`src/tcc_pkg.sv`:
```
// Shared constants and types of the 16-bit timer capture/compare core.
// Assumes one clock domain and the plain register port of the core.
package tcc_pkg;

   localparam int unsigned TCC_DATA_W = 16;
   localparam int unsigned TCC_ADDR_W = 16;

   // Register addresses on the plain port
   localparam logic [15:0] TCC_ADDR_COUNT = 16'hFF10;
   localparam logic [15:0] TCC_ADDR_CCA   = 16'hFF12;
   localparam logic [15:0] TCC_ADDR_CCB   = 16'hFF14;
   localparam logic [15:0] TCC_ADDR_CTRL  = 16'hFF16;

   // Reset values
   localparam logic [15:0] TCC_COUNT_RST = 16'h0000;
   localparam logic [15:0] TCC_CC_RST    = 16'h0000;
   localparam logic [15:0] TCC_CTRL_RST  = 16'h0000;
   localparam logic [15:0] TCC_RDATA_IDLE = 16'h0000;

   // Run-mode field values
   typedef enum logic [1:0] {
      TCC_RUN_STOP      = 2'b00,
      TCC_RUN_FREE      = 2'b01,
      TCC_RUN_CLR_PIN   = 2'b10,
      TCC_RUN_CLR_MATCH = 2'b11
   } tcc_run_t;

   // Valid-edge selection of a trigger pin
   typedef enum logic [1:0] {
      TCC_EDGE_FALL = 2'b00,
      TCC_EDGE_RISE = 2'b01,
      TCC_EDGE_BOTH = 2'b10,
      TCC_EDGE_NONE = 2'b11
   } tcc_edge_t;

   // Control word layout, most significant field first
   typedef struct packed {
      logic [4:0] rsvd;
      logic [1:0] edge_b;
      logic [1:0] edge_a;
      logic       a_src_pin_b;
      logic       cap_b;
      logic       cap_a;
      logic       one_shot_trig;
      logic       one_shot_mode;
      logic [1:0] run_mode;
   } tcc_ctrl_t;

   // Register port request
   typedef struct packed {
      logic [15:0] addr;
      logic [15:0] wdata;
      logic        wr;
      logic        rd;
   } tcc_bus_req_t;

endpackage : tcc_pkg

```
`src/tcc_capcmp_chan.sv`:
```
// One capture/compare register with its equality detector.
// Assumes capture triggers are already gated by the run state.
`timescale 1ns/100ps
module tcc_capcmp_chan
   import tcc_pkg::*;
#(
   parameter int unsigned W = TCC_DATA_W
)(
   // Clock and reset
   input  wire logic         mclk_i,
   input  wire logic         resetn_i,
   // Software write
   input  wire logic         wr_i,
   input  wire logic [W-1:0] wdata_i,
   // Mode and trigger
   input  wire logic         capture_mode_i,
   input  wire logic         cap_trig_i,
   input  wire logic [W-1:0] count_i,
   // Results
   output logic      [W-1:0] value_o,
   output logic              hit_o
);

   always_ff @(posedge mclk_i or negedge resetn_i) begin
      if (!resetn_i) begin
         value_o <= W'(TCC_CC_RST);
      end else if (wr_i) begin
         value_o <= wdata_i;
      end else if (capture_mode_i && cap_trig_i) begin
         value_o <= count_i;
      end
   end

   assign hit_o = ~capture_mode_i & (value_o == count_i);
endmodule : tcc_capcmp_chan

```
`src/tcc_core.sv`:
```
// Core of the 16-bit timer/event counter with two capture/compare registers.
// Assumes count_tick_i is a one-cycle pulse from a prescaler on mclk_i,
// and the trigger pins are asynchronous to mclk_i.
//
// Summary of operation
// - Timer count is sixteen bits and read only; writes leave it alone.
// - Count advances by one on each count tick while running.
// - Count reads live while running and reads 0000H when stopped.
// - Count is 0000H after reset and whenever run mode becomes 00.
// - Clear-on-pin mode: valid pin A edge clears the count, counting restarts.
// - Clear-on-match mode: count clears when it equals register A.
// - One-shot mode: trigger write or pin A valid edge clears the count.
// - Reading the count never loads register B.
// - Each capture/compare register works as capture or compare, by control.
// - Both capture/compare registers are accessed as whole 16-bit words.
// - Both capture/compare registers reset to 0000H.
// - Register A compares continuously; equality raises match pulse A.
// - Register A in compare mode ignores capture triggers.
// - Register A captures on pin A opposite edge or pin B valid edge.
// - Capture coinciding with stop may hold any value.
// - A captured value stays until rewritten or reset.
// - Register B compares continuously; equality raises match pulse B.
// - Register B captures the count on pin A valid edge.
// - Counting starts when run mode leaves 00 and stops on 00.
//
// Implementation choice: the address-and-strobe port.
`timescale 1ns/100ps
module tcc_core
   import tcc_pkg::*;
#(
   parameter int unsigned W = TCC_DATA_W
)(
   // Clock and reset
   input  wire logic         mclk_i,
   input  wire logic         resetn_i,
   // Register port
   input  wire tcc_bus_req_t bus_req_i,
   output logic      [15:0]  rdata_o,
   // Count clock from prescaler
   input  wire logic         count_tick_i,
   // Trigger pins
   input  wire logic         trigger_pin_a_i,
   input  wire logic         trigger_pin_b_i,
   // Match pulses
   output logic              match_irq_a_o,
   output logic              match_irq_b_o
);

   tcc_ctrl_t      ctrl_q;
   tcc_ctrl_t      ctrl_d;
   logic [W-1:0]   count_q;
   logic [W-1:0]   count_d;
   logic [W-1:0]   cc_a;
   logic [W-1:0]   cc_b;
   logic           hit_a;
   logic           hit_b;
   logic [1:0]     rise;
   logic [1:0]     fall;
   logic [1:0]     pins;

   // Edge of a pin by selection; NONE gives no edge
   function automatic logic tcc_pick(input logic r, input logic f,
                                     input logic [1:0] sel);
      logic res;
      res = 1'b0;
      case (sel)
         TCC_EDGE_FALL: res = f;
         TCC_EDGE_RISE: res = r;
         TCC_EDGE_BOTH: res = r | f;
         default:       res = 1'b0;
      endcase
      return res;
   endfunction : tcc_pick

   // Address decode
   wire sel_count = (bus_req_i.addr == TCC_ADDR_COUNT);
   wire sel_cca   = (bus_req_i.addr == TCC_ADDR_CCA);
   wire sel_ccb   = (bus_req_i.addr == TCC_ADDR_CCB);
   wire sel_ctrl  = (bus_req_i.addr == TCC_ADDR_CTRL);
   wire wr_cca    = bus_req_i.wr & sel_cca;
   wire wr_ccb    = bus_req_i.wr & sel_ccb;
   wire wr_ctrl   = bus_req_i.wr & sel_ctrl;
   wire rd_count  = bus_req_i.rd & sel_count;

   // Run state
   wire running   = (ctrl_q.run_mode != TCC_RUN_STOP);
   wire mode_pin  = (ctrl_q.run_mode == TCC_RUN_CLR_PIN);
   wire mode_mat  = (ctrl_q.run_mode == TCC_RUN_CLR_MATCH);
   wire [1:0] wr_run = bus_req_i.wdata[1:0];
   wire stop_wr   = wr_ctrl & (wr_run == TCC_RUN_STOP);
   wire os_fire   = wr_ctrl & bus_req_i.wdata[3] & ctrl_q.one_shot_mode;

   // Valid and opposite edges
   wire valid_a   = tcc_pick(rise[0], fall[0], ctrl_q.edge_a);
   wire opp_a     = tcc_pick(fall[0], rise[0], ctrl_q.edge_a);
   wire valid_b   = tcc_pick(rise[1], fall[1], ctrl_q.edge_b);

   // triggers gated by the old run state
   wire trig_a    = running & (ctrl_q.a_src_pin_b ? valid_b : opp_a);
   // register B triggered by pin A valid edge
   wire trig_b    = running & valid_a;

   // clear on pin A valid edge
   wire clr_pin   = mode_pin & valid_a;
   // clear on match with register A
   wire clr_match = mode_mat & count_tick_i & (count_q == cc_a);
   wire clr_os    = running & ctrl_q.one_shot_mode & (os_fire | valid_a);
   wire clr_any   = clr_pin | clr_match | clr_os;

   // match pulse A on tick at equality
   wire irq_a_d   = running & count_tick_i & hit_a;
   // match pulse B on tick at equality
   wire irq_b_d   = running & count_tick_i & hit_b;

   wire [15:0] count_rd = running ? 16'(count_q) : TCC_COUNT_RST;
   wire [15:0] rd_mux   = sel_count ? count_rd :
                          sel_cca   ? 16'(cc_a) :
                          sel_ccb   ? 16'(cc_b) :
                          sel_ctrl  ? 16'(ctrl_q) : TCC_RDATA_IDLE;

   assign pins = {trigger_pin_b_i, trigger_pin_a_i};

   // One synchroniser per trigger pin
   for (genvar g = 0; g < 2; g++) begin : g_pin
      tcc_edge_sync u_sync (
         .mclk_i   (mclk_i),
         .resetn_i (resetn_i),
         .pin_i    (pins[g]),
         .rise_o   (rise[g]),
         .fall_o   (fall[g])
      );
   end

   tcc_capcmp_chan #(.W(W)) u_cca (
      .mclk_i         (mclk_i),
      .resetn_i       (resetn_i),
      .wr_i           (wr_cca),
      .wdata_i        (bus_req_i.wdata[W-1:0]),
      .capture_mode_i (ctrl_q.cap_a),
      .cap_trig_i     (trig_a),
      .count_i        (count_q),
      .value_o        (cc_a),
      .hit_o          (hit_a)
   );

   // no load path from a count read
   tcc_capcmp_chan #(.W(W)) u_ccb (
      .mclk_i         (mclk_i),
      .resetn_i       (resetn_i),
      .wr_i           (wr_ccb),
      .wdata_i        (bus_req_i.wdata[W-1:0]),
      .capture_mode_i (ctrl_q.cap_b),
      .cap_trig_i     (trig_b),
      .count_i        (count_q),
      .value_o        (cc_b),
      .hit_o          (hit_b)
   );

   // Trigger bit is a pulse, never stored
   always_comb begin
      ctrl_d = ctrl_q;
      if (wr_ctrl) begin
         ctrl_d = tcc_ctrl_t'(bus_req_i.wdata);
         ctrl_d.one_shot_trig = 1'b0;
         ctrl_d.rsvd = '0;
      end
   end

   // no software path into the count
   always_comb begin
      count_d = count_q;
      if (!running || stop_wr) begin
         count_d = W'(TCC_COUNT_RST);
      end else if (clr_any) begin
         count_d = '0;
      end else if (count_tick_i) begin
         count_d = count_q + W'(1);
      end
   end

   // start and stop follow the run field
   always_ff @(posedge mclk_i or negedge resetn_i) begin
      if (!resetn_i) begin
         ctrl_q  <= tcc_ctrl_t'(TCC_CTRL_RST);
         count_q <= W'(TCC_COUNT_RST);
      end else begin
         ctrl_q  <= ctrl_d;
         count_q <= count_d;
      end
   end

   // whole-word reads, data in next cycle only
   always_ff @(posedge mclk_i or negedge resetn_i) begin
      if (!resetn_i) begin
         rdata_o       <= TCC_RDATA_IDLE;
         match_irq_a_o <= 1'b0;
         match_irq_b_o <= 1'b0;
      end else begin
         rdata_o       <= bus_req_i.rd ? rd_mux : TCC_RDATA_IDLE;
         match_irq_a_o <= irq_a_d;
         match_irq_b_o <= irq_b_d;
      end
   end
endmodule : tcc_core

```
`src/tcc_edge_sync.sv`:
```
// Trigger pin synchroniser with registered rise and fall pulses.
// Assumes an asynchronous pin; pulses are one clock long.
`timescale 1ns/100ps
module tcc_edge_sync
   import tcc_pkg::*;
(
   // Clock and reset
   input  wire logic mclk_i,
   input  wire logic resetn_i,
   // Pin and edges
   input  wire logic pin_i,
   output logic      rise_o,
   output logic      fall_o
);

   logic sync1_q;
   logic sync2_q;
   logic prev_q;

   // Only sync2_q reads the first stage
   always_ff @(posedge mclk_i or negedge resetn_i) begin
      if (!resetn_i) begin
         sync1_q <= 1'b0;
         sync2_q <= 1'b0;
         prev_q  <= 1'b0;
         rise_o  <= 1'b0;
         fall_o  <= 1'b0;
      end else begin
         sync1_q <= pin_i;
         sync2_q <= sync1_q;
         prev_q  <= sync2_q;
         rise_o  <= sync2_q & ~prev_q;
         fall_o  <= ~sync2_q & prev_q;
      end
   end

endmodule : tcc_edge_sync

```
`config.mk`:
```
export PLATFORM = sky130hd
export DESIGN_NAME = tcc_core
export DESIGN_NICKNAME = d
export VERILOG_FILES = /design/src/tcc_pkg.sv /design/src/tcc_capcmp_chan.sv /design/src/tcc_core.sv /design/src/tcc_edge_sync.sv
export SDC_FILE = /design/constraint.sdc
export NUM_CORES = 1
export LEC_CHECK = 0
export ABC_AREA = 1
export ABC_CLOCK_PERIOD_IN_PS = 2300
export BUFFER_PORTS_ARGS = -buffer_cell sky130_fd_sc_hd__buf_2
export CAP_MARGIN = 20
export CORE_MARGIN = 2
export CORE_UTILIZATION = 60
export CTS_CLUSTER_SIZE = 10
export DETAILED_ROUTE_END_ITERATION = 16
export PLACE_DENSITY_LB_ADDON = 0.2
export SYNTH_ARGS = -nofsm -noshare
export SYNTH_HDL_FRONTEND = slang
export SYNTH_SLANG_ARGS = --single-unit
```
`constraint.sdc`:
```
create_clock -name mclk_i -period 2.3 [get_ports mclk_i]
set_input_delay 0 -clock mclk_i [delete_from_list [all_inputs] [get_ports mclk_i]]
set_output_delay 0 -clock mclk_i [all_outputs]
set_load 0.1 [all_outputs]
```
==> results of run 1 <==
## what timing repair did
action | in CTS | in global routing
hold endpoints to repair | 103 | 0
hold buffers | 20 | 0
buffers inserted | 0 | 0
## cells in the mapped netlist, drive strengths merged (6+ instances only)
cell type    n  area, um2
nand4       13      81.33
o21ai       36      183.9
a31oi        6      37.54
nand3      131      690.7
dfrtp       86       2152
nor2        66      296.5
buf         29      215.2
inv         72      270.3
o211ai      10      125.1
nand2      138      538.0
xor2        14      122.6
nor3        21      160.2
clkbuf       9      36.29
## worst paths after layout
check | slack (ps) | cells after the start | start | endpoint
setup / recovery | 410 | 9 | count_q[3] | count_q[2]
hold / removal | 60 | 3 | count_tick_i | count_q[0]
setup reg to reg | 410 | 9 | count_q[3] | count_q[2]
hold reg to reg | 360 | 0 | g_pin[0].u_sync.sync1_q | g_pin[0].u_sync.sync2_q
max in group asynchronous | 1380 | 3 | resetn_i | u_cca.value_o[9]
min in group asynchronous | 250 | 2 | resetn_i | g_pin[0].u_sync.rise_o
## state kept, by name, summed over array words and instances, names as in the netlist
name                  cells
ctrl_q                   10
match_irq_a_o             1
u_ccb.value_o            16
match_irq_b_o             1
g_pin.u_sync.sync2_q      2
g_pin.u_sync.sync1_q      2
u_cca.value_o            16
g_pin.u_sync.prev_q       2
count_q                  16
rdata_o                  16
g_pin.u_sync.rise_o       2
g_pin.u_sync.fall_o       2
## through the flow
step	instance area, um2	power (W)
6_report	5822	0.002973
5_1_grt	5822	0.003055
4_1_cts	5822	0.002976
3_5_place_dp	5384	0.001692
3_3_place_gp	5384	0.001690
2_1_floorplan	5104	0.001598
## power breakdown
| part | total (W) | switching, W | internal, W |
|---|---|---|---|
| sequential | 0.00153 | 0.00000544 | 0.00152 |
| combinational | 0.000164 | 0.000102 | 0.0000623 |
| clock | 0.00128 | 0.000557 | 0.000727 |
| total | 0.00297 | 0.000664 | 0.00231 |
## area by class of cell
class	instances	share of cell area [%]
Clock buffer	11	2.257
Sequential cell	86	36.97
Tap cell	105	2.257
Multi-Input combinational cell	459	41.56
Clock inverter	5	1.827
Inverter	74	4.814
Timing Repair Buffer	90	10.32
## critical path, stage by stage, from the launching register on
cell,delay (ps)
dfrtp_1,590
inv_1,140
nand2_1,80
nand2_1,80
nor2_1,90
nand2_1,60
nor2_1,120
nand3_1,110
nand3_2,360
nor3_1,100
## cells in the final DEF, fill, tap and decap left out, types with 3 or more instances in the layout
master | Yosys | final
bufinv_16 | 0 | 3
buf_2 | 13 | 55
nand4_1 | 13 | 13
nor2_4 | 3 | 3
nand2_1 | 134 | 134
o211ai_2 | 10 | 10
nor2_2 | 4 | 4
nand3_1 | 127 | 127
inv_1 | 69 | 69
dfrtp_1 | 86 | 86
xnor2_1 | 5 | 5
nor3_2 | 11 | 11
buf_4 | 8 | 14
a31oi_1 | 6 | 6
o22ai_1 | 4 | 4
nor3_1 | 10 | 10
nor2_1 | 58 | 58
dlygate4sd3_1 | 0 | 20
o21ai_0 | 34 | 34
inv_2 | 3 | 3
clkbuf_8 | 0 | 9
xor2_1 | 14 | 14
a21oi_1 | 3 | 3
## routing by layer
layer,GRT usage [%],routed length [um],share of wire (%),vias to the layer above
met5,0,0,0,-
li1,-,-,-,2277
met2,47.63,6136,41,335
met4,12.98,445,3.0,0
met3,6.030,1754,12,45
met1,52.39,6453,44,2260
## cell families (layout without fill, tap and decap cells)
family,after synthesis,after routing,share of synthesized area [%]
flip-flops,86,86,42.17
adder cells (fa/ha/maj),1,1,0.2451
buffers and inverters,112,180,10.42
XOR/XNOR,19,19,3.261
AO/OA/AOI/OAI,64,64,8.556
AND/OR/NAND/NOR,375,375,35.35
==> reports/results.tsv, run 1 <==
stage	metric	value	unit
timing	setup_tns	0	ps
cells_and_area	NumNets Final	760	
yosys	dominant synthesized flop cell	dfrtp_1	
yosys	Post-synth EDFFs	0	
cells_and_area	FF/Latch Area	0.002152	mm2
drt	DR DRC count	0	
worst_setup_path	WP data arrival	2100	ps
global_route	number of global-route vias before repair	4474	
outcome	outcome	complete, no violations	
die	Starting Density	62.11	%
yosys	yosys warns	0	
yosys	Seq/Total Area, Yosys	42.17	%
place	placed insts	794	
timing	skew final	16.64	ps
yosys	Cells after Synth	657	
pwr	leakage	2.806	nW
hold_path	Hold Path Class	in -> reg	
clock_tree	Num CTS Buffers	9	
clock_tree	clk sinks	86	
die	Die Span Y	96.23	um
drt	Vias/cell	5.924	
timing	max-slew violation count	0	
die	Die W	96.23	um
cells_and_area	share of cells above drive strength 1	17.93	%
timing	RSZ-0062 raised after global routing	false	
cells_and_area	layout overhead on the synthesized area	14.07	%
cells_and_area	Multi-input gate area	0.002420	mm2
drt	Pre-antenna DRT Iters	6	
timing	Fmax	0.5288	GHz
clock_tree	clk root buf	clkbuf_8	
cells_and_area	post-layout util	70.85	%
worst_setup_path	Worst Setup End Kind	flip-flop	
cells_and_area	n_diodes	0	
pwr	Power per Cell Area	510.6	mW/mm2
pwr	maximum VDD drop	0.0002947	V
yosys	async set or reset register ratio after synthesis	100.0	%
flow_run	Max-cap violations	0	
yosys	FF+latch count, synth	86	
place	PortBufs	56	
cells_and_area	Fillers	696	
place	Place WS	312.5	ps
global_route	GRT Residual Overflow	0	
die	IO Pins	57	
clock_tree	PostCTS Resize Cnt	0	
worst_setup_path	Crit path required time	2510	ps
timing	slew at the pin with the worst max-slew slack	786.4	ps
drt	Routed WL	14.79	mm
global_route	first-pass GRT wire length	23.39	mm
clock_tree	Clock Tree Buf Depth	2	
worst_setup_path	critical path launch point type	flip-flop	
clock_tree	CTS tree	yes	
drt	DRT iter0 DRCs	646	
global_route	antenna violations before repair	0	
worst_setup_path	Max FO, Critical Path	16	
timing	Final Hold Vio Count	0	
timing	final hold slack	58.22	ps
timing	Max-slew headroom	47.57	%
clock_tree	H-Tree Depth	3	
yosys	Synth Area per Inst	7.768	um2
timing	clock period minus final worst setup slack	1891	ps
worst_setup_path	critical path class	reg -> reg	
drt	DR vias	4917	
place	Final Wtd Congestion	0.9948	
cells_and_area	final non-filler cell total	830	
clock_tree	Clock Latency Late Sink	370	ps
timing	post-route setup slack	409.1	ps
yosys	Syn Nets	697	
yosys	post-synthesis cell type count	41	
die	core area	0.008217	mm2
global_route	Tot GR Track Use	34.11	%
place	DP Wirelength	10.71	mm
drt	drt wl/cell	17.82	um
die	Std-Cell Rows	33	
timing	Setup-failing EPs final	0	
yosys	Mapped Area	0.005104	mm2
clock_tree	clk slew on worst S/H paths	80	ps
timing	Final Cycle Share	82.21	%
die	die area	0.009260	mm2
drt	post-route ant nets	0	
global_route	largest net degree at the start of global routing	60	
Note: power is estimated with default switching activity, not from simulation.
==> run 2: changes to the inputs <==
--- a/config.mk
+++ b/config.mk
@@ -6,11 +6,11 @@
 export NUM_CORES = 1
 export LEC_CHECK = 0
 export ABC_AREA = 1
-export ABC_CLOCK_PERIOD_IN_PS = 2300
+export ABC_CLOCK_PERIOD_IN_PS = 1600
 export BUFFER_PORTS_ARGS = -buffer_cell sky130_fd_sc_hd__buf_2
 export CAP_MARGIN = 20
 export CORE_MARGIN = 2
-export CORE_UTILIZATION = 60
+export CORE_UTILIZATION = 53
 export CTS_CLUSTER_SIZE = 10
 export DETAILED_ROUTE_END_ITERATION = 16
 export PLACE_DENSITY_LB_ADDON = 0.2
==> constraint.sdc (replaced) <==
create_clock -name mclk_i -period 1.6 [get_ports mclk_i]
set_input_delay 0 -clock mclk_i [delete_from_list [all_inputs] [get_ports mclk_i]]
set_output_delay 0 -clock mclk_i [all_outputs]
set_load 0.1 [all_outputs]
==> run 2 against run 1 <==
- clock power up 34%
- sequential power up 43%
- sequential share of layout area down 4.1 points
- first-iteration DRC count down 35%
- critical path depth up 1
- die area up 13%
- register-to-register slack worse by 400 ps
- core utilization about the same
- critical endpoint is now count_q[14]
==> reports/results.tsv, run 2 (synthesized netlist as in run 1, its figures left out) <==
stage	metric	value	unit
place	placed insts	869	
timing	Final Cycle Share	99.62	%
global_route	global-route met3 utilization	8.276	%
cells_and_area	share of cells above drive strength 1	29.75	%
timing	RSZ-0062 raised after global routing	true	
pwr	maximum VDD drop	0.0005554	V
flow_run	Max-cap violations	0	
global_route	grt met2 use	46.71	%
clock_tree	CTS tree	yes	
clock_tree	Clock Tree Buf Depth	2	
timing	final hold slack	74.78	ps
timing	Max-slew headroom	58.38	%
cells_and_area	Multi-input gate area	0.002577	mm2
pwr	Power per Cell Area	631.0	mW/mm2
die	Std-Cell Rows	35	
cells_and_area	layout overhead on the synthesized area	28.98	%
timing	max-slew violation count	0	
global_route	GR peak layer	met2	
place	Final Wtd Congestion	0.9560	
drt	DR vias	5114	
pwr	Comb power frac	5.8	%
worst_setup_path	WP data arrival	1860	ps
place	DP Wirelength	11.43	mm
pwr	switching power	0.0009519	W
worst_setup_path	critical path launch point type	flip-flop	
clock_tree	Num CTS Buffers	9	
drt	Pre-antenna DRT Iters	6	
pwr	Clk pwr share	41.4	%
timing	Fmax	0.6274	GHz
die	Starting Density	54.97	%
cells_and_area	Fillers	770	
hold_path	Hold Path Class	in -> reg	
worst_setup_path	critical path class	reg -> reg	
global_route	number of global-route vias before repair	4705	
drt	drt wl/cell	17.75	um
place	PortBufs	56	
drt	DRT iter0 DRCs	423	
worst_setup_path	Max FO, Critical Path	8	
cells_and_area	n_diodes	0	
pwr	Pint	0.003202	W
die	Die W	102.1	um
timing	slew at the pin with the worst max-slew slack	622.1	ps
clock_tree	clk sinks	86	
global_route	GRT Residual Overflow	0	
worst_setup_path	Crit path required time	1860	ps
clock_tree	clk slew on worst S/H paths	100	ps
global_route	first-pass GRT wire length	24.69	mm
drt	Routed WL	16.32	mm
clock_tree	clk root buf	clkbuf_8	
drt	DR DRC count	0	
timing	Setup-failing EPs final	0	
die	die area	0.01043	mm2
pwr	sequential power share	52.8	%
cells_and_area	final non-filler cell total	919	
pwr	leakage	3.191	nW
clock_tree	Clock Latency Late Sink	390	ps
worst_setup_path	Worst path max stage delay	440	ps
worst_setup_path	Max stage delay cell, worst path	dfrtp_1	
global_route	met1 usage	45.61	%
worst_setup_path	crit path cell chain	buf_6, nand2_2, nand2_2, nor2_2, nand2_1, nor2_2, nand3_2, nand3_4, clkbuf_16, nor3_2	
die	IO Pins	57	
pwr	Sw Share	22.92	%
die	Die Span Y	102.1	um
outcome	outcome	complete, no violations	
timing	Final Hold Vio Count	0	
drt	Vias/cell	5.565	
timing	clock period minus final worst setup slack	1594	ps
drt	post-route ant nets	0	
die	core area	0.009284	mm2
cells_and_area	commonest cells after routing, fill and taps aside	nand2_1 (124), nand3_1 (123), dfrtp_1 (79)	
worst_setup_path	Worst Setup End Kind	flip-flop	
clock_tree	H-Tree Depth	3	
cells_and_area	most common cell after layout, fill and taps aside	nand2_1	
global_route	antenna violations before repair	0	
cells_and_area	FF/Latch Area	0.002161	mm2
cells_and_area	NumNets Final	825	
timing	skew final	19.09	ps
global_route	largest net degree at the start of global routing	87	
global_route	Tot GR Track Use	31.68	%
run 2: cell types whose count changed in the layout (fill, tap and decap cells not counted), moves of 7 or more:
cell / change
buf_4: +54
nor2_1: -8
dfrtp_2: +7
dfrtp_1: -7
nand2_2: +9
nand2_1: -10
run 2: power by group through the flow:
| stage | Clock, W | Sequential, W | Combinational (W) |
|---|---|---|---|
| after floorplan | 0 | 0.00223 | 0.0000639 |
| after global placement | 0 | 0.00223 | 0.000195 |
| after detailed placement | 0 | 0.00223 | 0.000197 |
| after CTS | 0.00173 | 0.00219 | 0.000236 |
| after global routing | 0.00183 | 0.00219 | 0.000264 |
| final | 0.00172 | 0.00219 | 0.000241 |
run 2: final cells by class:
| cell class | instances | share of cell area [%] |
|---|---|---|
| Clock inverter | 3 | 1.026 |
| Tap cell | 129 | 2.452 |
| Inverter | 74 | 4.372 |
| Clock buffer | 13 | 2.262 |
| Sequential cell | 86 | 32.83 |
| Multi-Input combinational cell | 459 | 39.16 |
| Timing Repair Buffer | 155 | 17.91 |
run 2: routing by layer:
| layer | vias to the layer above | part of all wire (%) |
|---|---|---|
| li1 | 2409 | - |
| met1 | 2397 | 42 |
| met2 | 272 | 45 |
| met3 | 36 | 9.9 |
| met4 | 0 | 2.9 |
| met5 | - | 0 |
run 2: path summary, 6_finish.rpt:
kind,slack (ps),cells past startpoint,start,to
min in group asynchronous,200,3,resetn_i,g_pin[1].u_sync.rise_o
max in group asynchronous,1020,3,resetn_i,count_q[7]
min reg2reg,360,0,g_pin[0].u_sync.sync1_q,g_pin[0].u_sync.sync2_q
min,70,3,bus_req_i[1],u_cca.value_o[10]
max reg2reg,6,10,count_q[1],count_q[14]
max,6,10,count_q[1],count_q[14]
run 2: what timing repair did:
item	4_1_cts	5_1_grt
setup endpoints to repair	3	43
gates resized for setup	1	62
pin swaps	0	16
cloned	0	2
buffers inserted	0	12
hold buffers	20	0
hold endpoints to repair	136	0
run 2: critical path, delay by kind of cell (launching register included):
kind | cells | cell delay [ps]
simple gates | 8 | 700
flops | 1 | 440
buf+inv | 2 | 330
run 2: per-stage QoR:
step	instance area, um2	setup TNS, ps	setup WS [ps]	util [%]	total power [W]
6_report	6583	0	6.140	70.90	0.004154
5_1_grt	6583	-282.5	-55.47	70.90	0.004287
4_1_cts	6266	0	1.652	67.49	0.004159
3_5_place_dp	5847	-8.200	-8.200	62.98	0.002432
3_3_place_gp	5847	0	73.33	62.98	0.002429
2_1_floorplan	5104	0	147.8	-	0.002297
